==> config.mk <==
export PLATFORM = sky130hd
export DESIGN_NAME = sfs_status
export DESIGN_NICKNAME = d
export VERILOG_FILES = /design/src/sfs_status.v /design/src/sfs_sync.v
export VERILOG_INCLUDE_DIRS = /design/src
export SDC_FILE = /design/constraint.sdc
export NUM_CORES = 1
export LEC_CHECK = 0
export BUFFER_PORTS_ARGS = -buffer_cell sky130_fd_sc_hd__clkbuf_2
export CORE_UTILIZATION = 60
export CTS_BUF_LIST = sky130_fd_sc_hd__clkbuf_4 sky130_fd_sc_hd__clkbuf_8
export CTS_CLUSTER_SIZE = 28
export DETAILED_ROUTE_END_ITERATION = 7
export PLACE_DENSITY = 0.88
export SKIP_CTS_REPAIR_TIMING = 1
export SLEW_MARGIN = 20
export SYNTH_ARGS = -nofsm -noshare
export SYNTH_HDL_FRONTEND = slang
export SYNTH_SLANG_ARGS = --single-unit
==> constraint.sdc <==
create_clock -name hclk -period 5.8 [get_ports hclk]
set_input_delay 0.87 -clock hclk [delete_from_list [all_inputs] [get_ports hclk]]
set_output_delay 0.87 -clock hclk [all_outputs]
set_load 0.02 [all_outputs]
==> src/sfs_regs.vh <==
// Register offsets, field positions and reset values of the serial port status block.
// Assumes a 32-bit AHB-Lite byte address bus; all offsets are full byte addresses.
`ifndef SFS_REGS_VH
`define SFS_REGS_VH

`define SFS_ADDR_DMA_CNT   32'h40004018
`define SFS_ADDR_STATUS    32'h40004400
`define SFS_ADDR_RXDATA    32'h40004404
`define SFS_ADDR_TXDATA    32'h40004408
`define SFS_ADDR_CTRL      32'h40004410
`define SFS_ADDR_MASK      32'h40004414

`define SFS_ST_CSABORT     12
`define SFS_ST_EXCESS      11
`define SFS_ST_RXLVL_HI    10
`define SFS_ST_RXLVL_LO    8
`define SFS_ST_RECEIVE_OVERFLOW_FLAG        7
`define SFS_ST_RXEV        6
`define SFS_ST_TXEV        5
`define SFS_ST_TRANSMIT_UNDERRUN_FLAG        4
`define SFS_ST_TXLVL_HI    3
`define SFS_ST_TXLVL_LO    1
`define SFS_ST_IRQ         0

`define SFS_CT_THR_HI      1
`define SFS_CT_THR_LO      0
`define SFS_CT_TRIG        2
`define SFS_CT_RECEIVE_FLUSH      3
`define SFS_CT_TRANSMIT_FLUSH      4
`define SFS_CT_DMA         5
`define SFS_CT_MASTER      6

`define SFS_CTRL_RESET     7'h00
`define SFS_MASK_RESET     13'h0000
`define SFS_CNT_RESET      8'h00
`define SFS_FIFO_DEPTH     3'h4
`define SFS_BYTE_BITS      3'h7

`endif

==> src/sfs_status.v <==
// Status, event and interrupt logic of a serial port, with its AHB-Lite register slave.
// Assumes the shifter and FIFO storage sit outside; link pins arrive asynchronously.
// Behaviour
// Eight-bit writable DMA master receive byte count.
// Early chip select release sets abort flag.
// Status read clears event and summary flags.
// Excess flag tracks fill above threshold.
// Receive fill level reported in bits 10:8.
// Transmit fill level reported in bits 3:1.
// Byte into full receive FIFO flags overflow.
// Receive threshold reached sets receive event.
// Transmit threshold reached sets transmit event.
// Transfer with empty transmit FIFO flags underrun.
// Any port interrupt sets summary flag.
// Threshold code n means n+1 bytes.
// Transfer starts on write or idle read.
// Event coinciding with clearing read survives.
//
// Register access over AHB-Lite is this design's own decision.
`include "sfs_regs.vh"
module sfs_status (
  input  wire        hclk,
  input  wire        hresetn,
  input  wire        hsel,
  input  wire [31:0] haddr,
  input  wire [1:0]  htrans,
  input  wire        hwrite,
  input  wire [2:0]  hsize,
  input  wire [31:0] hwdata,
  input  wire        hready,
  output wire        hreadyout,
  output wire        hresp,
  output wire [31:0] hrdata,
  input  wire        spi_sclk,
  input  wire        spi_cs_n,
  input  wire [7:0]  rx_fifo_rdata,
  output wire        rx_fifo_pop,
  output wire        tx_fifo_push,
  output wire [7:0]  tx_fifo_wdata,
  output wire        xfer_start,
  output wire [7:0]  dma_rx_remaining,
  output wire        irq
);
  reg  [31:0] hrdata_ff;
  reg  [31:0] nxt_hrdata;
  reg         wr_pend_ff;
  reg  [31:0] wr_addr_ff;
  reg  [6:0]  ctrl_ff;
  reg  [12:0] mask_ff;
  reg  [7:0]  cnt_ff;
  reg  [7:0]  remain_ff;
  reg  [7:0]  txdata_ff;
  reg         pop_ff;
  reg         push_ff;
  reg         start_ff;
  reg  [2:0]  rxlvl_ff;
  reg  [2:0]  txlvl_ff;
  reg  [1:0]  rxbytes_ff;
  reg  [1:0]  txbytes_ff;
  reg  [2:0]  bitcnt_ff;
  reg         sclk_d_ff;
  reg         cs_d_ff;
  reg         csab_ff;
  reg         receive_overflow_flag_ff;
  reg         rxev_ff;
  reg         txev_ff;
  reg         transmit_underrun_flag_ff;
  reg         sum_ff;
  wire [1:0]  pins;
  wire        sclk_s;
  wire        cs_s;
  wire        acc;
  wire        rd_acc;
  wire        rd_status;
  wire        rd_rx;
  wire        wr_tx;
  wire        wr_en;
  wire        sclk_rise;
  wire        cs_rise;
  wire        bit_edge;
  wire        byte_first;
  wire        byte_done;
  wire        rx_arrive;
  wire        rx_pop_now;
  wire        tx_push_now;
  wire        tx_pop_now;
  wire        link_idle;
  wire [1:0]  thr;
  wire        trig_tx;
  wire        receive_flush;
  wire        transmit_flush;
  wire        dma_en;
  wire        ev_csab;
  wire        ev_receive_overflow_flag;
  wire        ev_rxev;
  wire        ev_txev;
  wire        ev_transmit_underrun_flag;
  wire        irq_any;
  wire        excess;
  wire [15:0] status_word;
  wire [12:0] irq_lines;

  // Link pins cross into hclk through two flops before any edge logic sees them.
  sfs_sync #(
    .WIDTH (2)
  ) u_pin_sync (
    .hclk     (hclk),
    .hresetn  (hresetn),
    .async_in ({spi_sclk, spi_cs_n}),
    .sync_out (pins)
  );
  assign sclk_s = pins[1];
  assign cs_s   = pins[0];

  assign thr     = ctrl_ff[`SFS_CT_THR_HI:`SFS_CT_THR_LO];
  assign trig_tx = ctrl_ff[`SFS_CT_TRIG];
  assign receive_flush  = ctrl_ff[`SFS_CT_RECEIVE_FLUSH];
  assign transmit_flush  = ctrl_ff[`SFS_CT_TRANSMIT_FLUSH];
  assign dma_en  = ctrl_ff[`SFS_CT_DMA];

  // Zero wait-state slave: reads answer from the address phase, writes land in the data phase.
  assign acc       = hsel & hready & htrans[1];
  assign rd_acc    = acc & ~hwrite;
  assign rd_status = rd_acc & (haddr == `SFS_ADDR_STATUS);
  assign rd_rx     = rd_acc & (haddr == `SFS_ADDR_RXDATA);
  assign wr_en     = wr_pend_ff;
  assign wr_tx     = wr_en & (wr_addr_ff == `SFS_ADDR_TXDATA) & ~transmit_flush;
  assign hreadyout = 1'b1;
  assign hresp     = 1'b0;
  assign hrdata    = hrdata_ff;

  // Link edge detection runs on synchronised copies only.
  assign sclk_rise  = sclk_s & ~sclk_d_ff;
  assign cs_rise    = cs_s & ~cs_d_ff;
  assign bit_edge   = sclk_rise & ~cs_s;
  assign byte_first = bit_edge & (bitcnt_ff == 3'h0);
  assign byte_done  = bit_edge & (bitcnt_ff == `SFS_BYTE_BITS);
  assign link_idle  = cs_s & (bitcnt_ff == 3'h0);

  // Flushing receive drops incoming bytes so the level never grows.
  assign rx_arrive   = byte_done & ~receive_flush;
  assign rx_pop_now  = rd_rx & (rxlvl_ff != 3'h0);
  assign tx_push_now = wr_tx & (txlvl_ff != `SFS_FIFO_DEPTH);
  assign tx_pop_now  = byte_done & (txlvl_ff != 3'h0);

  // Abort on early release.
  assign ev_csab = cs_rise & (bitcnt_ff != 3'h0);
  // Overflow on full FIFO.
  assign ev_receive_overflow_flag = byte_done & (rxlvl_ff == `SFS_FIFO_DEPTH);
  // Receive threshold count.
  assign ev_rxev = rx_arrive & ~trig_tx & (rxbytes_ff == thr);
  // Transmit threshold count.
  assign ev_txev = byte_done & trig_tx & (txbytes_ff == thr);
  // Underrun at byte start.
  assign ev_transmit_underrun_flag = byte_first & (txlvl_ff == 3'h0);

  // Excess over threshold.
  assign excess = (rxlvl_ff > ({1'b0, thr} + 3'h1));

  // Per-bit interrupt gating: flushing silences overflow/underrun, DMA silences events.
  assign irq_lines = {csab_ff, 4'h0, receive_overflow_flag_ff & ~receive_flush, rxev_ff & ~dma_en,
                      txev_ff & ~dma_en, transmit_underrun_flag_ff & ~transmit_flush, 3'h0, 1'b0};
  // Summary source.
  assign irq_any = ev_csab | (ev_receive_overflow_flag & ~receive_flush) | ((ev_rxev | ev_txev) & ~dma_en)
                 | (ev_transmit_underrun_flag & ~transmit_flush);
  assign irq     = |((irq_lines | {12'h000, sum_ff}) & mask_ff);

  // Status word assembly.
  assign status_word = {3'h0, csab_ff, excess, rxlvl_ff, receive_overflow_flag_ff, rxev_ff, txev_ff,
                        transmit_underrun_flag_ff, txlvl_ff, sum_ff};

  // Read mux; unmapped and write-only addresses read as zero.
  always @* begin
    nxt_hrdata = 32'h00000000;
    case (haddr)
      `SFS_ADDR_DMA_CNT: nxt_hrdata = {24'h000000, cnt_ff};
      `SFS_ADDR_STATUS:  nxt_hrdata = {16'h0000, status_word};
      `SFS_ADDR_RXDATA:  nxt_hrdata = {24'h000000, rx_fifo_rdata};
      `SFS_ADDR_CTRL:    nxt_hrdata = {25'h0000000, ctrl_ff};
      `SFS_ADDR_MASK:    nxt_hrdata = {19'h00000, mask_ff};
      default:           nxt_hrdata = 32'h00000000;
    endcase
  end

  // Bus capture, software registers and datapath strobes.
  always @(posedge hclk or negedge hresetn) begin
    if (!hresetn) begin
      hrdata_ff  <= 32'h00000000;
      wr_pend_ff <= 1'b0;
      wr_addr_ff <= 32'h00000000;
      ctrl_ff    <= `SFS_CTRL_RESET;
      mask_ff    <= `SFS_MASK_RESET;
      cnt_ff     <= `SFS_CNT_RESET;
      txdata_ff  <= 8'h00;
      pop_ff     <= 1'b0;
      push_ff    <= 1'b0;
      start_ff   <= 1'b0;
    end else begin
      wr_pend_ff <= acc & hwrite;
      if (acc & hwrite) begin
        wr_addr_ff <= haddr;
      end
      if (rd_acc) begin
        hrdata_ff <= rx_pop_now | ~rd_rx ? nxt_hrdata : 32'h00000000;
      end
      // Count register write.
      if (wr_en & (wr_addr_ff == `SFS_ADDR_DMA_CNT)) begin
        cnt_ff <= hwdata[7:0];
      end
      if (wr_en & (wr_addr_ff == `SFS_ADDR_CTRL)) begin
        ctrl_ff <= hwdata[6:0];
      end
      if (wr_en & (wr_addr_ff == `SFS_ADDR_MASK)) begin
        mask_ff <= hwdata[12:0];
      end
      if (wr_tx) begin
        txdata_ff <= hwdata[7:0];
      end
      pop_ff  <= rx_pop_now;
      push_ff <= tx_push_now;
      // Transfer start trigger.
      start_ff <= trig_tx ? wr_tx : (rd_rx & link_idle);
    end
  end

  // DMA master receive countdown, loaded only in DMA master receive mode.
  always @(posedge hclk or negedge hresetn) begin
    if (!hresetn) begin
      remain_ff <= 8'h00;
    end else if (dma_en & ctrl_ff[`SFS_CT_MASTER] & ~trig_tx & rd_rx & link_idle) begin
      remain_ff <= cnt_ff;
    end else if (byte_done & (remain_ff != 8'h00)) begin
      remain_ff <= remain_ff - 8'h01;
    end
  end

  // Link tracking: bit counter resets on every chip select release.
  always @(posedge hclk or negedge hresetn) begin
    if (!hresetn) begin
      sclk_d_ff <= 1'b1;
      cs_d_ff   <= 1'b1;
      bitcnt_ff <= 3'h0;
    end else begin
      sclk_d_ff <= sclk_s;
      cs_d_ff   <= cs_s;
      if (cs_s) begin
        bitcnt_ff <= 3'h0;
      end else if (bit_edge) begin
        bitcnt_ff <= bitcnt_ff + 3'h1;
      end
    end
  end

  // Fill levels and threshold byte counters.
  always @(posedge hclk or negedge hresetn) begin
    if (!hresetn) begin
      rxlvl_ff   <= 3'h0;
      txlvl_ff   <= 3'h0;
      rxbytes_ff <= 2'h0;
      txbytes_ff <= 2'h0;
    end else begin
      if (rx_arrive & ~ev_receive_overflow_flag & ~rx_pop_now) begin
        rxlvl_ff <= rxlvl_ff + 3'h1;
      end else if (rx_pop_now & ~(rx_arrive & ~ev_receive_overflow_flag)) begin
        rxlvl_ff <= rxlvl_ff - 3'h1;
      end
      if (tx_push_now & ~tx_pop_now) begin
        txlvl_ff <= txlvl_ff + 3'h1;
      end else if (tx_pop_now & ~tx_push_now) begin
        txlvl_ff <= txlvl_ff - 3'h1;
      end
      // Wrap at threshold.
      if (rx_arrive & ~trig_tx) begin
        rxbytes_ff <= (rxbytes_ff == thr) ? 2'h0 : rxbytes_ff + 2'h1;
      end
      if (byte_done & trig_tx) begin
        txbytes_ff <= (txbytes_ff == thr) ? 2'h0 : txbytes_ff + 2'h1;
      end
    end
  end

  // Sticky flags: a status read clears, a same-cycle event sets, and the set wins.
  always @(posedge hclk or negedge hresetn) begin
    if (!hresetn) begin
      csab_ff <= 1'b0;
      receive_overflow_flag_ff <= 1'b0;
      rxev_ff <= 1'b0;
      txev_ff <= 1'b0;
      transmit_underrun_flag_ff <= 1'b0;
      sum_ff  <= 1'b0;
    end else begin
      // Clear on read.
      csab_ff <= ev_csab | (csab_ff & ~rd_status);
      receive_overflow_flag_ff <= ev_receive_overflow_flag | (receive_overflow_flag_ff & ~rd_status);
      rxev_ff <= ev_rxev | (rxev_ff & ~rd_status);
      txev_ff <= ev_txev | (txev_ff & ~rd_status);
      transmit_underrun_flag_ff <= ev_transmit_underrun_flag | (transmit_underrun_flag_ff & ~rd_status);
      // Summary flag.
      sum_ff  <= irq_any | (sum_ff & ~rd_status);
    end
  end

  assign rx_fifo_pop      = pop_ff;
  assign tx_fifo_push     = push_ff;
  assign tx_fifo_wdata    = txdata_ff;
  assign xfer_start       = start_ff;
  assign dma_rx_remaining = remain_ff;
endmodule

==> src/sfs_sync.v <==
// Two flip-flop level synchroniser for pins arriving from outside the hclk domain.
// Assumes the inputs are levels; the first stage is read only by the second.
module sfs_sync #(
  parameter WIDTH = 2
) (
  input  wire             hclk,
  input  wire             hresetn,
  input  wire [WIDTH-1:0] async_in,
  output wire [WIDTH-1:0] sync_out
);
  reg [WIDTH-1:0] meta_ff;
  reg [WIDTH-1:0] sync_ff;

  // Reset value is all ones so idle-high pins do not show a false edge.
  always @(posedge hclk or negedge hresetn) begin
    if (!hresetn) begin
      meta_ff <= {WIDTH{1'b1}};
      sync_ff <= {WIDTH{1'b1}};
    end else begin
      meta_ff <= async_in;
      sync_ff <= meta_ff;
    end
  end

  assign sync_out = sync_ff;
endmodule

==> impl_results.md <==
- Die Footprint: between 0.01 and 0.015 mm²
- Post-synthesis mux area share: between 7 and 8%
- I/O pin total: 138
- Req. time, crit path: 6.14 ns
- Post-DP Area: 0.00632 mm²
- Yosys reg bits: between 100 and 150
- R2R Setup Slk: 2.77 ns
- Num rows: 35
- RePlAce Congestion: 0.898
- Total track usage: 29.3%
- Max Fanout on Critical Path: 4
- Final WL: 13,600 µm
- CP Capture Type: flip-flop
- Final antenna-violating net count: 0
- Filler cell count: ~700
- Core Box Area: 0.00933 mm²
- Post-layout min period: 3.03 ns
- Area Growth Syn to Fin: 15.1%
- Gr ovfl total: 0
- H-tree depth: 4
- Post-Syn Instances: between 500 and 600
- Period Utilization, post-route: 52.3%
- Max transition margin: 35.3%
- Number of synthesized flops with an enable pin: 0
- Fin. max-slew vios: 0
- Status: finished clean
- Cell area after layout: 0.00670 mm²
- Synth Area per Inst: 10.9 µm²
- Vias: 4,579
- Unrepaired setup endpoints after global routing: false
- Storage cell area: 0.00296 mm²
- PwrDens: 265 mW/mm²
- Largest family of logic cells by synthesized area: simple AND/OR/NAND/NOR gates
- Pleak: approximately 3.3 nW
- Hold/Removal Path Class: reg -> reg
- # diodes: 0
- Nets@finish: 726
- Pre-CTS WS: 2.36 ns
- Clock Skew: 0.0121 ns
- Fin Setup TNS: 0 ns
- Die X: 101 µm
- Simple-Gate Fraction of Synth Area: 20.6%
- Wire per inst: approximately 18 µm
- Slew @ Worst Pin: 0.971 ns
- Post-synthesis sequential area ratio: 50.8%
- Setup CP Type: reg -> reg
- Initial antenna violation count: 0
- Crit. Startpoint: wr_addr_ff[31]
- Synth Area in XOR/XNOR: 1.95%
- Adder-Cell Fraction of Synth Area: between 3 and 4%
- Vias in the first global route: 4,490
- Clk_lat worst skew: 0.43 ns
- IO Port Bufs: 93
- CTS buffer count: 17
- Deepest clock path buffer count: 2
- CTS tree: built
- Post-synthesis cell area: about 0.0058 mm²
- DR pass1 iterations: 6
- Drt drc: 0
- Placed wire-length estimate: ~10,000 µm
- Arrival time at the worst endpoint: 3.38 ns
- Critical path capture point: txlvl_ff[2]
- First-pass GRT wire length: 22,300 µm
- Final hold vios: 0
- Ys Warns: 0
- Max-cap viol count: 0
- Area of the multi-input gates: 0.00264 mm²
- Critical R2R Launch: wr_addr_ff[31]
- Unique masters post-synth: 72
- Die H: 101 µm
- 1st-iter DRT viols: about 470
- Ys async rst share: 100%
- Clock transition at path regs: roughly 0.070 ns
- Final WS setup: 2.77 ns
- CP Launch Type: flip-flop
- Clock root buffer: clkbuf_8
- Largest net degree at the start of global routing: 80
- Maximum vdd drop: between 200 and 250 µV
- Endpoints failing setup: 0
- Synth Area in Compound Gates: 10.5%
- Maximum clock rate: approximately 0.33 GHz
- Worst-case reg-to-reg path depth: 11
- Primary FF master, synth: dfrtp_1
- Worst r2r dst: txlvl_ff[2]
- Initial Util: 62.5%
- CTS Sinks: 118
- Vias/cell: between 5 and 6
- Share of layout cells above drive strength 1: 29.6%
[synth_stat cells, drive strengths merged (10+ instances only)]
| cell type | n | share of area [%] |
|---|---|---|
| nand2 | 122 | 7.9 |
| dfrtp | 112 | 48 |
| mux2 | 38 | 7.3 |
| buf | 29 | 3.4 |
| nor2 | 26 | 1.7 |
| inv | 17 | 1.1 |
| a222oi | 14 | 2.4 |
| nor3 | 12 | 1.3 |
| nor4 | 12 | 2.4 |
| ha | 11 | 2.4 |
| o21ai | 11 | 0.94 |
| xor2 | 10 | 1.5 |
[flip-flops by register name, indices dropped and copies added, names as in the netlist, 7 cells and up]
signal / count
mask_ff: 13
hrdata: 13
ctrl_ff: 7
dma_rx_remaining: 8
cnt_ff: 8
tx_fifo_wdata: 8
wr_addr_ff: 32
[through the flow]
step	util [%]	instances	hold slack (ns)	total power [W]
after floorplan	-	552	0.345	0.000990
after global placement	67.7	739	0.346	0.00104
after detailed placement	67.7	739	0.348	0.00105
after CTS	71.9	771	0.358	0.00178
after global routing	71.9	771	0.366	0.00184
final	71.9	771	0.358	0.00177
[cells in the final DEF, fill, tap and decap left out, types with 3 or more instances in the layout]
cell type,n
nand4_1,4
clkbuf_8,17
a222oi_1,14
buf_4,4
nor4_1,7
mux2_1,4
o21ai_0,5
and3_1,4
dfstp_2,6
inv_1,17
a22oi_1,9
xnor2_1,3
nand2_1,121
ha_1,11
nor4_4,4
a32oi_1,6
nor2_1,26
mux2_2,34
mux2i_1,3
a221o_1,4
nor3_1,10
clkbuf_4,3
clkbuf_2,92
o21ai_1,6
conb_1,21
a21oi_1,5
xor2_1,10
nor4b_4,3
dfrtp_1,112
nand3_1,4
clkinvlp_4,4
clkinv_2,3
nor2b_1,6
a21o_1,4
[worst max-delay path: stages (launching register included)]
cell and delay [ns]:
dfrtp_1 0.39, nor4bb_1 0.45, nand4_1 0.28, nor2_1 0.26
nand4_1 0.23, a21oi_1 0.25, ha_1 0.21, inv_1 0.06
fa_1 0.37, xor2_1 0.17, nor2_1 0.12, xor2_1 0.16
[where the power goes]
| part | total [W] | internal [W] | switching (W) |
|---|---|---|---|
| clock | 0.000736 | 0.000395 | 0.000340 |
| sequential | 0.000902 | 0.000870 | 0.0000318 |
| combinational | 0.000136 | 0.0000484 | 0.0000875 |
[layer usage]
| metal | track usage (%) | share of wire (%) |
|---|---|---|
| met5 | 0 | 0 |
| met2 | 47.4 | 49 |
| met1 | 39.6 | 42 |
| met4 | 11.0 | 1.9 |
| met3 | 5.62 | 7.6 |
[worst min path at each step]
stage | startpoint | endpoint | slack (ns) | cells past startpoint
detailed placement | u_pin_sync.meta_ff[1] | u_pin_sync.sync_out[1] | 0.35 | 0
global route | u_pin_sync.meta_ff[1] | u_pin_sync.sync_out[1] | 0.37 | 0
finish | u_pin_sync.meta_ff[1] | u_pin_sync.sync_out[1] | 0.36 | 0
CTS | u_pin_sync.meta_ff[1] | u_pin_sync.sync_out[1] | 0.36 | 0
global placement | u_pin_sync.meta_ff[0] | u_pin_sync.sync_out[0] | 0.35 | 0
floorplan | u_pin_sync.meta_ff[0] | u_pin_sync.sync_out[0] | 0.35 | 0
[cells by family after synthesis]
family | after synthesis
XOR/XNOR | 13
AND/OR/NAND/NOR | 218
other | 2
multiplexers | 41
flip-flops | 118
buffers and inverters | 55
AO/OA/AOI/OAI | 73
adder cells (fa/ha/maj) | 13
[cell type report]
| cell class | instances | share of cell area [%] |
|---|---|---|
| inverter | 17 | 0.952 |
| clock buffer | 20 | 3.83 |
| timing repair buffer | 96 | 7.32 |
| tap | 129 | 2.41 |
| multi-input combinational | 379 | 39.4 |
| sequential | 118 | 44.2 |
| clock inverter | 12 | 1.96 |
Power figures use the tool's default switching activity.
